## config.mk

```make
export PLATFORM = sky130hd
export DESIGN_NAME = boot_select
export DESIGN_NICKNAME = d
export VERILOG_FILES = /design/src/logic/boot_select_pkg.sv /design/src/logic/boot_select.sv /design/src/logic/led_fader.sv
export SDC_FILE = /design/constraint.sdc
export NUM_CORES = 1
export LEC_CHECK = 0
export BUFFER_PORTS_ARGS = -buffer_cell sky130_fd_sc_hd__buf_2
export CORE_MARGIN = 5
export CORE_UTILIZATION = 50
export DETAILED_ROUTE_END_ITERATION = 12
export HOLD_SLACK_MARGIN = 0.12
export PLACE_DENSITY = 0.71
export SETUP_SLACK_MARGIN = 0.15
export SLEW_MARGIN = 20
export SYNTH_ARGS = -nofsm -noshare
export SYNTH_HDL_FRONTEND = slang
export SYNTH_SLANG_ARGS = --single-unit
```

## constraint.sdc

```tcl
create_clock -name sys_clk_in -period 4.74 [get_ports sys_clk_in]
set_clock_uncertainty 0.05 [all_clocks]
set_input_delay 1.185 -clock sys_clk_in [delete_from_list [all_inputs] [get_ports sys_clk_in]]
set_output_delay 1.185 -clock sys_clk_in [all_outputs]
set_load 0.01 [all_outputs]
```

## src/logic/boot_select_pkg.sv

```systemverilog
/*
  Constants, state encoding and timing for the double-reset boot selector.
  Assumes a single 20 MHz system clock and a 32 KB program memory.
*/
// How it works
// - Selector decides before any user code runs
// - Single reset: user program after 750 ms
// - Second reset within 750 ms: loader mode
// - Loader idle 8 s: back to user
// - LED fades in and out in loader
// - Loader top 4 KB, user low 28 KB
// - Loader offers exactly one serial port
// - Brown-out flag kept for user program
// - No valid user program: stay in loader
package boot_select_pkg;

  // Clock and printed times
  localparam int unsigned CLK_HZ       = 20_000_000;
  localparam int unsigned WINDOW_MS    = 750;
  localparam int unsigned LOADER_S     = 8;
  localparam int unsigned DEBOUNCE_US  = 1000;
  localparam int unsigned FADE_STEP_US = 2000;

  // Derived cycle counts
  localparam int unsigned WINDOW_CYCLES    = WINDOW_MS * (CLK_HZ / 1000);
  localparam int unsigned LOADER_CYCLES    = LOADER_S * CLK_HZ;
  localparam int unsigned DEBOUNCE_CYCLES  = DEBOUNCE_US * (CLK_HZ / 1_000_000);
  localparam int unsigned FADE_STEP_CYCLES = FADE_STEP_US * (CLK_HZ / 1_000_000);

  // Counter widths
  localparam int unsigned CNT_W  = 28;
  localparam int unsigned DEB_W  = 16;
  localparam int unsigned FADE_W = 16;

  // Program memory split, byte addresses
  localparam int unsigned ADDR_W       = 15;
  localparam int unsigned MEM_BYTES    = 32768;
  localparam int unsigned LOADER_BYTES = 4096;
  localparam int unsigned USER_BYTES   = MEM_BYTES - LOADER_BYTES;
  localparam logic [14:0] USER_BASE    = 15'h0000;
  localparam logic [14:0] LOADER_BASE  = 15'h7000;

  // Serial ports presented in each mode
  localparam logic [1:0] LOADER_PORTS = 2'h1;
  localparam logic [1:0] NO_PORTS     = 2'h0;

  // Sync chain reset value: line idles high
  localparam logic [2:0] SYNC_IDLE = 3'h7;

  // LED brightness limits
  localparam logic [7:0] LEVEL_MAX = 8'hff;
  localparam logic [7:0] LEVEL_MIN = 8'h00;

  // Gray-coded path: start, window, loader, user
  typedef enum logic [1:0] {
    ST_START  = 2'h0,
    ST_WINDOW = 2'h1,
    ST_LOADER = 2'h3,
    ST_USER   = 2'h2
  } boot_state_e;

endpackage

```

## src/logic/boot_select.sv

```systemverilog
/*
  Startup selector run after every reset: counts external reset presses,
  picks user program or loader, times the loader out and keeps the
  brown-out flag. Assumes command-start, exit and program-valid strobes
  come from the USB/loader logic on the same clock; the pin is async.
*/
`timescale 1ns/100ps
module boot_select #(
  parameter int unsigned WINDOW_CYCLES   = boot_select_pkg::WINDOW_CYCLES,
  parameter int unsigned LOADER_CYCLES   = boot_select_pkg::LOADER_CYCLES,
  parameter int unsigned DEBOUNCE_CYCLES = boot_select_pkg::DEBOUNCE_CYCLES,
  parameter int unsigned FADE_CYCLES     = boot_select_pkg::FADE_STEP_CYCLES
) (
  input  wire logic        sys_clk_in,             // System clock, 20 MHz
  input  wire logic        reset_in,               // Synchronous reset, high
  input  wire logic        power_on_reset_in,      // Power-on clear of reset cause
  input  wire logic        ext_reset_n_in,         // External reset line, async
  input  wire logic        cmd_start_in,           // Programming command began
  input  wire logic        loader_exit_in,         // Loader asks to leave
  input  wire logic        user_program_valid_in,  // User image present
  input  wire logic        brownout_event_in,      // Brown-out detected pulse
  input  wire logic        brownout_clear_in,      // User program clears flag
  output logic             cpu_hold_out,           // User code held off
  output logic             run_user_out,           // User program running
  output logic             loader_active_out,      // Loader mode active
  output logic [14:0]      fetch_base_out,         // Program fetch base
  output logic [1:0]       serial_port_count_out,  // Serial ports offered
  output logic             usb_serial_enable_out,  // Loader serial port on
  output logic             led_out,                // Indicator LED
  output logic             brownout_reset_flag_out // Reset cause: brown-out
);

  typedef struct packed {
    logic [2:0]                          sync;
    logic                                filt;
    logic [boot_select_pkg::DEB_W-1:0]   deb;
    logic                                fall;
    boot_select_pkg::boot_state_e        st;
    logic [boot_select_pkg::CNT_W-1:0]   cnt;
    logic                                cmd_seen;
    logic                                bo_flag;
    logic                                hold;
    logic                                run_user;
    logic                                loader;
    logic [boot_select_pkg::ADDR_W-1:0]  base;
    logic [1:0]                          ports;
  } sel_s;

  sel_s q, d;

  always_comb begin
    d = q;
    // pin synchroniser
    // Stage 0 feeds only stage 1; the filter looks at stages 1 and 2
    d.sync = {q.sync[1:0], ext_reset_n_in};

    // debounce filter
    // Level must stay agreed and changed for the whole debounce time
    if ((q.sync[1] == q.sync[2]) && (q.sync[2] != q.filt)) begin
      if (q.deb == boot_select_pkg::DEB_W'(DEBOUNCE_CYCLES - 1)) begin
        d.filt = q.sync[2];
        d.deb = '0;
      end else begin
        d.deb = q.deb + 1'b1;
      end
    end else begin
      d.deb = '0;
    end

    d.fall = q.filt & ~d.filt;

    // Default count down of the running timer
    if (q.cnt != '0) begin
      d.cnt = q.cnt - 1'b1;
    end

    case (q.st)
      // decide before user code
      // Reset itself counts as the first press
      boot_select_pkg::ST_START: begin
        d.st = boot_select_pkg::ST_WINDOW;
        d.cnt = boot_select_pkg::CNT_W'(WINDOW_CYCLES - 1);
      end
      boot_select_pkg::ST_WINDOW: begin
        if (q.fall) begin
          d.st = boot_select_pkg::ST_LOADER;
          d.cnt = boot_select_pkg::CNT_W'(LOADER_CYCLES - 1);
          d.cmd_seen = 1'b0;
        end else if (q.cnt == '0) begin
          d.st = user_program_valid_in ? boot_select_pkg::ST_USER
                                       : boot_select_pkg::ST_LOADER;
          d.cnt = boot_select_pkg::CNT_W'(LOADER_CYCLES - 1);
          d.cmd_seen = 1'b0;
        end
      end
      boot_select_pkg::ST_LOADER: begin
        if (cmd_start_in) begin
          d.cmd_seen = 1'b1;
        end
        if (q.fall) begin
          d.st = boot_select_pkg::ST_WINDOW;
          d.cnt = boot_select_pkg::CNT_W'(WINDOW_CYCLES - 1);
        end else if (loader_exit_in && user_program_valid_in) begin
          d.st = boot_select_pkg::ST_USER;
        end else if ((q.cnt == '0) && !q.cmd_seen && !cmd_start_in
                     && user_program_valid_in) begin
          d.st = boot_select_pkg::ST_USER;
        end else if (!user_program_valid_in) begin
          d.cnt = boot_select_pkg::CNT_W'(LOADER_CYCLES - 1);
        end
      end
      boot_select_pkg::ST_USER: begin
        // A new press restarts the whole selection
        if (q.fall) begin
          d.st = boot_select_pkg::ST_WINDOW;
          d.cnt = boot_select_pkg::CNT_W'(WINDOW_CYCLES - 1);
        end
      end
      default: begin
        d.st = boot_select_pkg::ST_START;
      end
    endcase

    // Registered mode outputs follow the next state
    d.hold = (d.st != boot_select_pkg::ST_USER);
    d.run_user = (d.st == boot_select_pkg::ST_USER);
    d.loader = (d.st == boot_select_pkg::ST_LOADER);
    d.base = d.loader ? boot_select_pkg::LOADER_BASE : boot_select_pkg::USER_BASE;
    d.ports = d.loader ? boot_select_pkg::LOADER_PORTS : boot_select_pkg::NO_PORTS;

    // brown-out flag set and clear
    // Only the user program or power-on clears it; a new event wins over the clear
    if (brownout_event_in) begin
      d.bo_flag = 1'b1;
    end else if (brownout_clear_in) begin
      d.bo_flag = 1'b0;
    end
  end

  // Ordinary reset keeps the reset cause; of the two resets only power-on clears it
  always_ff @(posedge sys_clk_in) begin
    if (reset_in || power_on_reset_in) begin
      q <= '0;
      q.sync <= boot_select_pkg::SYNC_IDLE;
      q.filt <= 1'b1;
      q.st <= boot_select_pkg::ST_START;
      q.hold <= 1'b1;
      q.base <= boot_select_pkg::USER_BASE;
      q.ports <= boot_select_pkg::NO_PORTS;
      q.bo_flag <= power_on_reset_in ? 1'b0 : (q.bo_flag | brownout_event_in);
    end else begin
      q <= d;
    end
  end

  led_fader #(
    .STEP_CYCLES (FADE_CYCLES)
  ) u_fader (
    .sys_clk_in (sys_clk_in),
    .reset_in   (reset_in),
    .enable_in  (q.loader),
    .led_out    (led_out)
  );

  assign cpu_hold_out            = q.hold;
  assign run_user_out            = q.run_user;
  assign loader_active_out       = q.loader;
  assign fetch_base_out          = q.base;
  assign serial_port_count_out   = q.ports;
  assign usb_serial_enable_out   = q.loader;
  assign brownout_reset_flag_out = q.bo_flag;
endmodule

```

## src/logic/led_fader.sv

```systemverilog
/*
  Triangle-ramp PWM driver for the mode indicator LED.
  Assumes the enable comes from logic on the same clock.
*/
`timescale 1ns/100ps
module led_fader #(
  parameter int unsigned STEP_CYCLES = boot_select_pkg::FADE_STEP_CYCLES
) (
  input  wire logic sys_clk_in,  // System clock
  input  wire logic reset_in,    // Synchronous reset, high
  input  wire logic enable_in,   // Fade while high
  output logic      led_out      // PWM LED drive
);

  typedef struct packed {
    logic [7:0]                        pwm;
    logic [7:0]                        level;
    logic                              up;
    logic [boot_select_pkg::FADE_W-1:0] step;
    logic                              led;
  } fade_s;

  fade_s q, d;

  // Ramp level up then down; PWM compares against it
  always_comb begin
    d = q;
    d.pwm = q.pwm + 8'h01;
    if (q.step == '0) begin
      d.step = boot_select_pkg::FADE_W'(STEP_CYCLES - 1);
      if (q.up) begin
        if (q.level == boot_select_pkg::LEVEL_MAX) begin
          d.up = 1'b0;
        end else begin
          d.level = q.level + 8'h01;
        end
      end else begin
        if (q.level == boot_select_pkg::LEVEL_MIN) begin
          d.up = 1'b1;
        end else begin
          d.level = q.level - 8'h01;
        end
      end
    end else begin
      d.step = q.step - 1'b1;
    end
    d.led = (q.pwm < q.level);
    // Dark and rewound when idle, so each loader entry fades in from zero
    if (!enable_in) begin
      d = '0;
      d.up = 1'b1;
    end
  end

  always_ff @(posedge sys_clk_in) begin
    if (reset_in) begin
      q <= '0;
      q.up <= 1'b1;
    end else begin
      q <= d;
    end
  end

  assign led_out = q.led;
endmodule

```

# ---- After elaboration in Yosys (flattened, before gate mapping)
# Index checks and enable logic that the tools add are counted.
dict set report word_totals {
  input_bits 9
  wordCells 93
  output_inout_bits 23
  reg_bits 107
}
dict set report op_classes {
  n_addsub 6
  n_mux 28
  bitwise 5
  order_cmp 1
  n_eq_ne 14
  reduce_logical 20
}
# operator n
set ops {}
lappend ops {{30-bit case mux with 4 select lines} 1}
lappend ops {{28-bit 2-to-1 mux} 4}
lappend ops {{31-bit 2-to-1 mux} 2}
lappend ops {{30-bit 2-to-1 mux} 2}
lappend ops {{28-bit zero test} 1}
lappend ops {{28-bit nonzero test} 1}
lappend ops {{28-bit by 1-bit subtractor with 28-bit output, second input constant} 1}
lappend ops {{21-bit 2-to-1 mux} 1}
lappend ops {{16-bit by 1-bit adder with 16-bit output, second input constant} 1}
lappend ops {{8-bit by 1-bit adder with 8-bit output, second input constant} 2}
lappend ops {{16-bit by 15-bit == test with 1-bit output, second input constant} 1}
lappend ops {{16-bit zero test} 1}
lappend ops {{16-bit 2-to-1 mux} 1}
lappend ops {{8-bit 2-to-1 mux} 2}
lappend ops {{16-bit by 1-bit subtractor with 16-bit output, second input constant} 1}
lappend ops {{15-bit 2-to-1 mux} 1}
lappend ops {{1-bit 2-to-1 mux} 10}
lappend ops {{9-bit 2-to-1 mux} 1}
lappend ops {{2-bit == test, second input constant} 4}
lappend ops {{8-bit == test, second input constant} 1}
lappend ops {{8-bit zero test} 1}
lappend ops {{8-bit < comparator} 1}
lappend ops {{8-bit by 1-bit subtractor with 8-bit output, second input constant} 1}
lappend ops {{2-bit inequality test, second input constant} 3}
lappend ops {{other kinds (19)} 29}

# ---- Depth between registers and ports, before layout
# Gate-level depths: netlist (run 1).
dict set report depth {
  word_depth 11
  ltp_mapped 12
}

# ---- Cells and area by module
# Synthesis (run 1) repeated with hierarchy kept, for this count alone.
dict set report hier_totals {
  hier_cells 548
  area_unflattened_um2 4759.6
}
# mod seq_area_each_um2 cells_each instances area_each_um2
set modules_own_cells {}
lappend modules_own_cells {boot_select 1131.1 342 1 2909.0}
lappend modules_own_cells {led_fader 680.7 206 1 1850.5}

# ---- Worst setup path before layout (run 1)
# OpenSTA, ideal clock, no wires.
dict set report synth_path {
  path_kind {in2reg}
  start {input reset_in}
  end {register q[28] (netlist bit)}
  cell_stages 4
  n_path_buf 1
  setup_slack_ns 2.445
  arrival_time_ns 2.171
  path_cell_list {or2_2 -> clkbuf_1 -> or3_1 -> o21ai_0}
}
dict set report synth_via {
  elab_chain_cells 1
}
# element line_no
set synth_rtl {}
lappend synth_rtl {{from (decl)} boot_select.sv:15} ;# input wire logic reset_in,
lappend synth_rtl {{1-bit logical OR} boot_select.sv:142} ;# if (reset_in || power_on_reset_in) begin
lappend synth_rtl {{to (decl)} boot_select.sv:49} ;# sel_s q, d;
# Every way passes these cells.
# A chain may end at the register's enable or synchronous reset.

# ---- Worst setup path in the final report (run 1)
dict set report layout_path {
  start {register q[22] (netlist bit)}
  end {register q[22] (netlist bit)}
}
dict set report layout_via {
  elab_chain_cells 8
  elab_cells_between_ends 15
  classes_between {add/sub (1); mux (9); reduce/logical (5)}
}
# element line_no
set layout_rtl {}
lappend layout_rtl {{branches (longest 7 deep; another with 28-bit by 1-bit subtractor with 28-bit output)} n/a}
lappend layout_rtl {{30-bit case mux with 4 select lines *} boot_select.sv:77} ;# case (q.st)
# Mark *: on every way between the ends. The select of a mux whose other input is x is not followed.

==> metrics.md, run 1 <==
| Metric | Value |
|---|---|
| Fmax | `400 MHz` |
| Clk buf depth | `2` |
| Area of the core | `0.00915 sq mm` |
| Layout filler cell count | `831` |
| Setup repair bufs after CTS | `0` |
| Commonest non-fill, non-tap cell in the layout | `dfxtp_1` |
| CTS Sinks | `90` |
| Period minus WS final | `2.50 ns` |
| Vias per cell | `5.43` |
| Synth Flop Type | `dfxtp_1` |
| Yosys warns | `0` |
| Hold-fix buffers, CTS | `0` |
| RSZ-0062 raised after global routing | `no` |
| Nets | `569` |
| CTS tree | `yes` |
| CP startpoint kind | `register` |
| Post-synth cell types | `58` |
| Crit path arrival time | `2.69 ns` |
| Setup TNS | `0 ns` |
| Worst Max-Slew Pin Slew | `0.985 ns` |
| N_diodes | `0` |
| Global placement routability congestion | `0.818` |
| Most frequent cells in the layout | `dfxtp_1 (89), nor2_1 (70), nand2_1 (38)` |
| DIE HEIGHT | `106 microns` |
| Worst skew pair latency | `0.36 ns` |
| Hold WC Path Type | `reg -> reg` |
| Final worst-path cycle share | `0.527` |
| Initial antenna violation count | `0` |
| Max Used Layer | `met4` |
| Synthesized instance count | `529` |
| IO Count | `32` |
| Final worst slack | `2.24 ns` |
| Slew Limit Headroom | `0.343` |
| Metal-1 WL | `4.25 mm` |
| Post-route ant nets | `0` |
| Worst-path clk slew | `0.09 ns` |
| Max-Cap Viols | `0` |
| Total GRT Usage | `0.165` |
| Place WS | `1.85 ns` |
| Row count | `35` |
| Met2 WL post-DR | `4.06 mm` |
| PortBufs | `18` |
| Synth async-reset ratio | `0` |
| CTS H-tree lvls | `3` |
| Power Dens Cells | `283 mW/mm^2` |
| Pin count of the biggest net entering global routing | `28` |
| Vias in the first global route | `3531` |
| Yosys reg bits | `90` |
| Drt drc | `0` |
| Final setup violation count | `0` |
| DIE AREA | `0.0113 sq mm` |
| Total CTS buffers | `9` |
| Worst VDD drop | `0.157 mV` |
| Post-synth EDFFs | `1` |
| Die Span X | `106 microns` |
| Crit path max fanout | `9` |
| Critical setup path kind | `reg -> reg` |
| Initial Util | `0.509` |
| Via count | `3565` |
| P_leak | `0.00195 uW` |
| Placed Cells | `640` |
| Synth Cell Area | `0.00465 sq mm` |
| Sequential area share after synthesis | `0.389` |
| WL per Instance | `13.4 microns` |
| Resize count post-CTS | `0` |
| Layout area overhead | `5.67%` |
| Max Transition Viols Final | `0` |
| DRT iter0 DRCs | `119` |
| Final std cells w/o fill | `656` |
| Hold Path Stages | `1` |
| Layout cells sized above 1 | `0.123` |
| Syn Area/Cell | `8.80 sq um` |
| Drt pass-1 iters | `4` |
| CP Capture Type | `register` |
| Total global routing overflow | `0` |
| Cell count of the worst reg-to-reg path | `11` |
| Detailed placement HPWL | `6.50 mm` |
| Final Hold Violating Endpoints | `0` |
| Root buffer cell | `clkbuf_8` |
| First-pass GRT wire length | `15.6 mm` |
| Post-Route WL | `8.76 mm` |
| Metal3 WL | `323 microns` |
| Outcome | `finished clean` |
| Required @ worst endpoint | `4.93 ns` |
==> critical path, cell delays in order, from the launching register on <==
cell and delay (ns):
dfxtp_1 0.36, inv_1 0.09, ha_1 0.14, nor4b_1 0.25, nand4b_1 0.21, nor3_2 0.48
inv_2 0.18, ha_1 0.31, nor2_1 0.10, a31oi_1 0.05, nor2_1 0.11, nor2_1 0.05
==> worst paths after layout <==
kind	slack [ns]	endpoint	startpoint
setup / recovery	2.24	q[22]	q[22]
hold / removal	0.40	d[72]	d[71]
setup reg to reg	2.24	q[22]	q[22]
hold reg to reg	0.40	d[72]	d[71]
==> cell usage after synthesis (3+ instances only) <==
| library cell | n | area (sq um) |
|---|---|---|
| nand4_1 | 9 | 56.3 |
| nand2b_1 | 3 | 18.8 |
| ha_1 | 19 | 238 |
| nor3_1 | 12 | 60.1 |
| a21oi_1 | 31 | 155 |
| buf_4 | 18 | 135 |
| nor4_2 | 4 | 50.1 |
| nor4b_1 | 3 | 26.3 |
| nor3b_1 | 3 | 22.5 |
| nor3_2 | 7 | 70.1 |
| o21ai_1 | 4 | 20.0 |
| nor2_1 | 70 | 263 |
| a211oi_1 | 5 | 37.5 |
| a31oi_1 | 3 | 18.8 |
| o21ai_0 | 22 | 110 |
| xor2_1 | 25 | 219 |
| and3_1 | 5 | 31.3 |
| or2_2 | 4 | 25.0 |
| mux2i_1 | 6 | 60.1 |
| or3_1 | 12 | 75.1 |
| nor4b_2 | 4 | 60.1 |
| nor4_4 | 3 | 63.8 |
| nor4_1 | 8 | 50.1 |
| xnor2_1 | 30 | 263 |
| nor2b_1 | 5 | 31.3 |
| o21a_1 | 4 | 30.0 |
| o41ai_1 | 3 | 26.3 |
| inv_1 | 18 | 67.6 |
| nand2_1 | 38 | 143 |
| nand3_1 | 16 | 80.1 |
| clkbuf_1 | 9 | 33.8 |
| dfxtp_1 | 89 | 1780 |
==> metal layers <==
layer,up-vias,track usage
met5,-,0
met4,0,0.0639
met3,10,0.0310
met2,59,0.272
met1,1650,0.215
li1,1846,-
==> power breakdown <==
| part | switching (uW) | internal, uW | leakage (uW) | total, uW |
|---|---|---|---|---|
| Clock | 299 | 202 | 0.0000984 | 501 |
| Combinational | 66.5 | 45.0 | 0.00112 | 112 |
| Sequential | 12.2 | 768 | 0.000732 | 780 |
| Total | 378 | 1020 | 0.00195 | 1390 |
==> area by class of cell <==
class,instances,area [sq um],share of cell area
well taps,111,139,0.0282
clock buffers,9,124,0.0252
flip-flops and latches,90,1810,0.368
multi-input cells,401,2620,0.532
repair buffers,19,97.6,0.0198
clock inverters,7,60.1,0.0122
inverters,19,71.3,0.0145
==> cells by family (layout without fill, tap and decap cells) <==
family                     Yosys count  after routing  share of synthesized area
and+or+nand+nor                    222            222                      0.271
DFF                                 90             90                      0.389
AOI/OAI and AO/OA                   85             85                      0.109
xor gates and xnor gates            55             55                      0.103
buffers and inverters               50             54                     0.0586
adders and majority gates           20             20                     0.0554
muxes                                6              6                     0.0129
other                                1             13                   0.000806
==> state kept, by name (all words and copies together) (netlist names) <==
signal and cells:
brownout_reset_flag_out 1, fetch_base_out 1, cpu_hold_out 1, q 50
run_user_out 1, u_fader.led_out 1, d 2, u_fader.q 33
==> metrics by stage <==
step            util  hold WS, ns  total power (uW)  cell area, sq um
2_1_floorplan      -        0.334               894              4700
3_3_place_gp   0.517        0.349               906              4730
3_5_place_dp   0.517        0.361               908              4730
4_1_cts        0.537        0.394              1400              4920
5_1_grt        0.537        0.430              1450              4920
6_report       0.537        0.398              1390              4920
No activity file was read; power rests on OpenSTA's default activity.
==> run 2, diff against run 1 <==
- clock period: 4.74 -> 2.3 ns (I/O delays scaled with it)
==> run 2 against run 1 <==
  * Register-to-register slack lost 2.1 ns
  * Wire length grew 9.6%
  * Fmax grew 16%
  * Core utilization increased by 4.3 points
  * Total power grew 110%
  * Sequential power is 110% higher
  * Cell count is 3.8% higher
  * Non-clock buffer count increased by 25
  * Clock-buffer cell count unchanged
  * Via count up 4.7%
  * Worst setup slack got worse by 2.1 ns
  * First-iteration DRC count is 6.7% lower
  * Critical path type unchanged
  * Largest cell class unchanged
==> metrics.md, run 2 (synthesis results as in run 1) <==
| Metric | Value |
|---|---|
| Outcome | `finished clean` |
| Slowest cell delay on critical path | `0.35 ns` |
| Layout cells sized above 1 | `0.200` |
| Initial Util | `0.509` |
| Final worst-path cycle share | `0.938` |
| CP startpoint kind | `register` |
| Fmax | `464 MHz` |
| Multi-input gate area | `0.00279 sq mm` |
| Crit path max fanout | `5` |
| FF-to-FF setup slack | `0.14 ns` |
| Worst skew pair latency | `0.37 ns` |
| Max Transition Viols Final | `0` |
| Layout area overhead | `14.1%` |
| Total power | `2970 uW` |
| Drt pass-1 iters | `4` |
| Worst Max-Slew Pin Slew | `0.645 ns` |
| Global placement routability congestion | `0.854` |
| Final Util | `0.580` |
| Post-route ant nets | `0` |
| IO Count | `32` |
| Most frequent cells in the layout | `dfxtp_1 (87), nor2_1 (69), nand2_1 (36)` |
| Commonest non-fill, non-tap cell in the layout | `dfxtp_1` |
| Total global routing overflow | `0` |
| Crit path max-delay family | `simple AND/OR/NAND/NOR gates` |
| Vias in the first global route | `3572` |
| Clk buf depth | `2` |
| Required @ worst endpoint | `2.56 ns` |
| Nets | `594` |
| Sequential Area | `0.00181 sq mm` |
| Pin count of the biggest net entering global routing | `20` |
| CTS H-tree lvls | `3` |
| Hold WC Path Type | `in -> reg` |
| Root buffer cell | `clkbuf_8` |
| Initial antenna violation count | `0` |
| Sum of buffers and inverters on the critical path | `2` |
| Critical setup path kind | `reg -> reg` |
| DIE HEIGHT | `106 microns` |
| Top reg by flops | `q` |
| Max-Cap Viols | `0` |
| Via count | `3734` |
| RSZ-0062 raised after global routing | `yes` |
| Final std cells w/o fill | `681` |
| P_leak | `0.00215 uW` |
| Worst-path clk slew | `0.11 ns` |
| CTS tree | `yes` |
| Detailed placement HPWL | `6.68 mm` |
| Total CTS buffers | `9` |
| Area of the core | `0.00915 sq mm` |
| Layout filler cell count | `825` |
| Setup TNS | `0 ns` |
| CTS Sinks | `90` |
| Worst VDD drop | `0.364 mV` |
| Drt drc | `0` |
| CP Capture Type | `register` |
| Largest register FFs | `50` |
| Crit path arrival time | `2.41 ns` |
| Vias per cell | `5.48` |
| Final setup violation count | `0` |
| Total GRT Usage | `0.172` |
| PortBufs | `18` |
| N_diodes | `0` |
| DRT iter0 DRCs | `111` |
| Worst path cell trace | `inv_2, ha_4, nor4b_4, nand4b_1, nor3_4, inv_2, ha_4, nor2_2, a31oi_1, nor2_1, nor2_1` |
| Slowest CP cell | `nor3_4` |
| Post-Route WL | `9.61 mm` |
| Period minus WS final | `2.16 ns` |
| Slew Limit Headroom | `0.565` |
| Final Hold Violating Endpoints | `0` |
| Row count | `35` |
| First-pass GRT wire length | `16.2 mm` |
| Placed Cells | `654` |
| Power Dens Cells | `560 mW/mm^2` |
| DIE AREA | `0.0113 sq mm` |
| WL per Instance | `14.1 microns` |
| Die Span X | `106 microns` |
## run 2: worst reg2reg max path: cells and delay by family (launching register included)
family          cells  cell delay (ns)
simple gates        6             0.97
fa+ha+maj           2             0.41
flops               1             0.34
compound gates      1             0.16
buf+inv             2             0.18
## run 2: layout make-up
type / instances / area share
Multi-Input combinational cell: 401 / 0.525
Tap cell: 111 / 0.0261
Timing Repair Buffer: 44 / 0.0565
Clock inverter: 7 / 0.0137
Clock buffer: 9 / 0.0233
Inverter: 19 / 0.0134
Sequential cell: 90 / 0.342
## run 2: metal layers
layer  global-route usage  share of wire  vias up
li1                     -              -     1890
met1                0.219           0.47     1767
met2                0.292           0.49       65
met3               0.0322          0.034       12
met4               0.0575          0.012        0
met5                    0              0        -
## run 2: timing repair
action / CTS / global route
gates resized for setup: 6 / 33
pin swaps: 2 / 16
hold buffers: 0 / 0
setup buffers: 2 / 9
setup endpoints to repair: 30 / 34
## run 2: final timing paths
check	start	endpoint	cells after the start
max	q[23]	q[22]	11
min	ext_reset_n_in	d[71]	2
max reg2reg	q[23]	q[22]	11
min reg2reg	d[71]	d[72]	1
## run 2: power breakdown
part,switching [uW],internal (uW),total [uW]
combinational,166,141,307
sequential,32.0,1580,1610
clock,628,424,1050
## run 2: per-stage QoR
step	setup WS, ns	instance area, sq um	hold slack [ns]
finish	0.143	5310	0.364
floorplan	0.153	4700	0.334
CTS	0.152	5090	0.354
global route	0.0182	5310	0.369
detailed placement	0.0520	4840	0.356
global placement	0.174	4840	0.345
==> run 3, diff against run 2 <==
- ABC_AREA: not set -> 1
- MAX_ROUTING_LAYER: not set -> met4
==> run 3 against run 2 <==
  * Sequential share of layout area is 2.8 points lower
  * Total power rose by 4.9%
  * Wire length is 28% higher
  * Die area grew 13%
  * Non-clock buffer count down 19
  * Final area up 8.7%
  * Largest power group unchanged
==> metrics.md, run 3 <==
| Metric | Value |
|---|---|
| Critical setup path kind | `reg -> reg` |
| Synth Flop Type | `dfxtp_1` |
| Hold-fix buffers, CTS | `0` |
| Top-count cell post-synth | `nand2_1` |
| Hold WC Path Type | `in -> reg` |
| Synth Cell Area | `0.00531 sq mm` |
| Commonest non-fill, non-tap cell in the layout | `nand2_1` |
| Slowest CP cell | `dfxtp_1` |
| Syn Area/Cell | `6.93 sq um` |
| Layout filler cell count | `992` |
| Post-Route WL | `12.3 mm` |
| Worst VDD drop | `0.382 mV` |
| Initial Util | `0.514` |
| PortBufs | `18` |
| Via count | `4897` |
| P_leak | `0.00258 uW` |
| R2r startpoint | `q[22]` |
| DRT iter0 DRCs | `432` |
| FF-to-FF setup slack | `0.26 ns` |
| Outcome | `finished clean` |
| Hold Path Stages | `2` |
| CTS Sinks | `90` |
| Area of the core | `0.0103 sq mm` |
| Synth area leader | `dfxtp_1` |
| Slowest cell delay on critical path | `0.34 ns` |
| Area contributors post-synth | `dfxtp_1 (34%), nand2_1 (10%), nor2_1 (7.9%)` |
| Pin count of the biggest net entering global routing | `23` |
| Worst Hold Path EP | `d[71]` |
| Detailed placement HPWL | `9.51 mm` |
| Sequential area share after synthesis | `0.341` |
| CP startpoint kind | `register` |
| Power Dens Cells | `540 mW/mm^2` |
| CTS tree | `yes` |
| RSZ-0062 raised after global routing | `yes` |
| Slew Limit Headroom | `0.532` |
| Most frequent cells in the layout | `nand2_1 (146), nor2_1 (111), inv_1 (98)` |
| Crit path max-delay family | `simple AND/OR/NAND/NOR gates` |
| DIE HEIGHT | `113 microns` |
| Worst skew pair latency | `0.36 ns` |
| Worst path cell trace | `inv_1, ha_1, inv_1, nor2_1, nand3_1, nor2_1, nand2_1, nor2_2, nor2_4, nor2_4, inv_4, nand2_2, nor2_1` |
| Drt pass-1 iters | `5` |
| Final setup violation count | `0` |
| HP Start | `ext_reset_n_in` |
| Total CTS buffers | `9` |
| CP Capture Type | `register` |
| Final worst-path cycle share | `0.887` |
| Initial antenna violation count | `0` |
| WL per Instance | `13.2 microns` |
| Final Hold Violating Endpoints | `0` |
| Largest register FFs | `50` |
| Worst Max-Slew Pin Slew | `0.702 ns` |
| Nets | `820` |
| First-pass GRT wire length | `21.1 mm` |
| Post-synth cell types | `49` |
| Worst-path clk slew | `0.08 ns` |
| Yosys warns | `0` |
| Fin Hold WS | `0.343 ns` |
| CP dominant cell by count | `nor2_1` |
| Synthesized instance count | `766` |
| Top reg by flops | `q` |
| Period minus WS final | `2.04 ns` |
| Global placement routability congestion | `0.945` |
| Synth async-reset ratio | `0` |
| Synth top area share | `0.336` |
| Setup TNS | `0 ns` |
| Layout cells sized above 1 | `0.132` |
| Max Transition Viols Final | `0` |
| Fmax | `490 MHz` |
| Vias per cell | `5.25` |
| Drt drc | `0` |
| Total GRT Usage | `0.205` |
| N_diodes | `0` |
| Vias in the first global route | `4731` |
| Yosys reg bits | `90` |
| Sum of buffers and inverters on the critical path | `3` |
| Cell count of the worst reg-to-reg path | `13` |
| Clk buf depth | `2` |
| Crit path arrival time | `2.25 ns` |
| Most frequent cells after synthesis | `nand2_1 (146), nor2_1 (112), inv_1 (99)` |
| Max-Cap Viols | `0` |
| Layout area overhead | `8.77%` |
| Root buffer cell | `clkbuf_8` |
| Row count | `37` |
| Total global routing overflow | `0` |
| Post-synth EDFFs | `1` |
| Post-route ant nets | `0` |
| CTS H-tree lvls | `3` |
| DIE AREA | `0.0128 sq mm` |
| IO Count | `32` |
| Die Span X | `113 microns` |
| Required @ worst endpoint | `2.51 ns` |
| R2R Path End | `q[47]` |
| Crit path max fanout | `10` |
==> run 3: per-layer routing <==
| layer | up-vias | GRT usage | routed length, microns |
|---|---|---|---|
| met4 | 0 | 0.0881 | 275 |
| met3 | 29 | 0.0299 | 586 |
| met1 | 2235 | 0.270 | 5840 |
| met5 | - | - | 0 |
| li1 | 2497 | - | - |
| met2 | 136 | 0.314 | 5630 |
==> run 3: logic make-up after synthesis <==
| group | count (synthesis) | synth area share |
|---|---|---|
| AO/OA/AOI/OAI | 97 | 0.0992 |
| XOR/XNOR | 22 | 0.0363 |
| adder cells (fa/ha/maj) | 20 | 0.0486 |
| buffers and inverters | 128 | 0.104 |
| flip-flops | 90 | 0.341 |
| other | 1 | 0.000707 |
| AND/OR/NAND/NOR | 408 | 0.370 |
==> run 3: repair_timing <==
action,4_1_cts,5_1_grt
endpoints found under the setup margin,0,17
buffers inserted,0,2
resized for setup,0,10
==> run 3: area by class of cell <==
class                      count  area [sq um]  share of cell area
tap                          136           170              0.0295
multi-input combinational    560          3040               0.527
clock buffer                  12           155              0.0269
clock inverter                 4          50.0             0.00867
sequential                    90          1810               0.314
timing repair buffer          25           143              0.0247
inverter                     105           400              0.0694
==> run 3: through the flow <==
step	util	setup slack, ns	power [uW]	area, sq um	instances
2_1_floorplan	-	0.597	1940	5350	778
3_3_place_gp	0.532	0.332	2020	5500	914
3_5_place_dp	0.532	0.289	2020	5500	914
4_1_cts	0.552	0.274	3140	5700	930
5_1_grt	0.559	0.110	3270	5770	932
6_report	0.559	0.259	3120	5770	932
==> run 3: how the worst max path moves through the flow <==
stage             startpoint             to  depth (start not counted)
3_5_place_dp           q[22]          q[48]                         13
3_3_place_gp           q[22]          q[48]                         13
5_1_grt                q[22]          q[47]                         13
6_report               q[22]          q[47]                         13
2_1_floorplan  u_fader.q[17]  u_fader.q[23]                          9
4_1_cts                q[22]          q[48]                         13
==> run 3: report_power, final <==
| part | internal, uW | switching [uW] | total [uW] |
|---|---|---|---|
| clock | 560 | 559 | 1120 |
| combinational | 123 | 270 | 393 |
| sequential | 1580 | 24.2 | 1610 |
==> run 3: worst register-to-register path, delay by kind of cell (launching register included) <==
kind	cells	cell delay, ns
buf+inv	3	0.33
simple gates	9	1.03
flops	1	0.34
fa+ha+maj	1	0.21
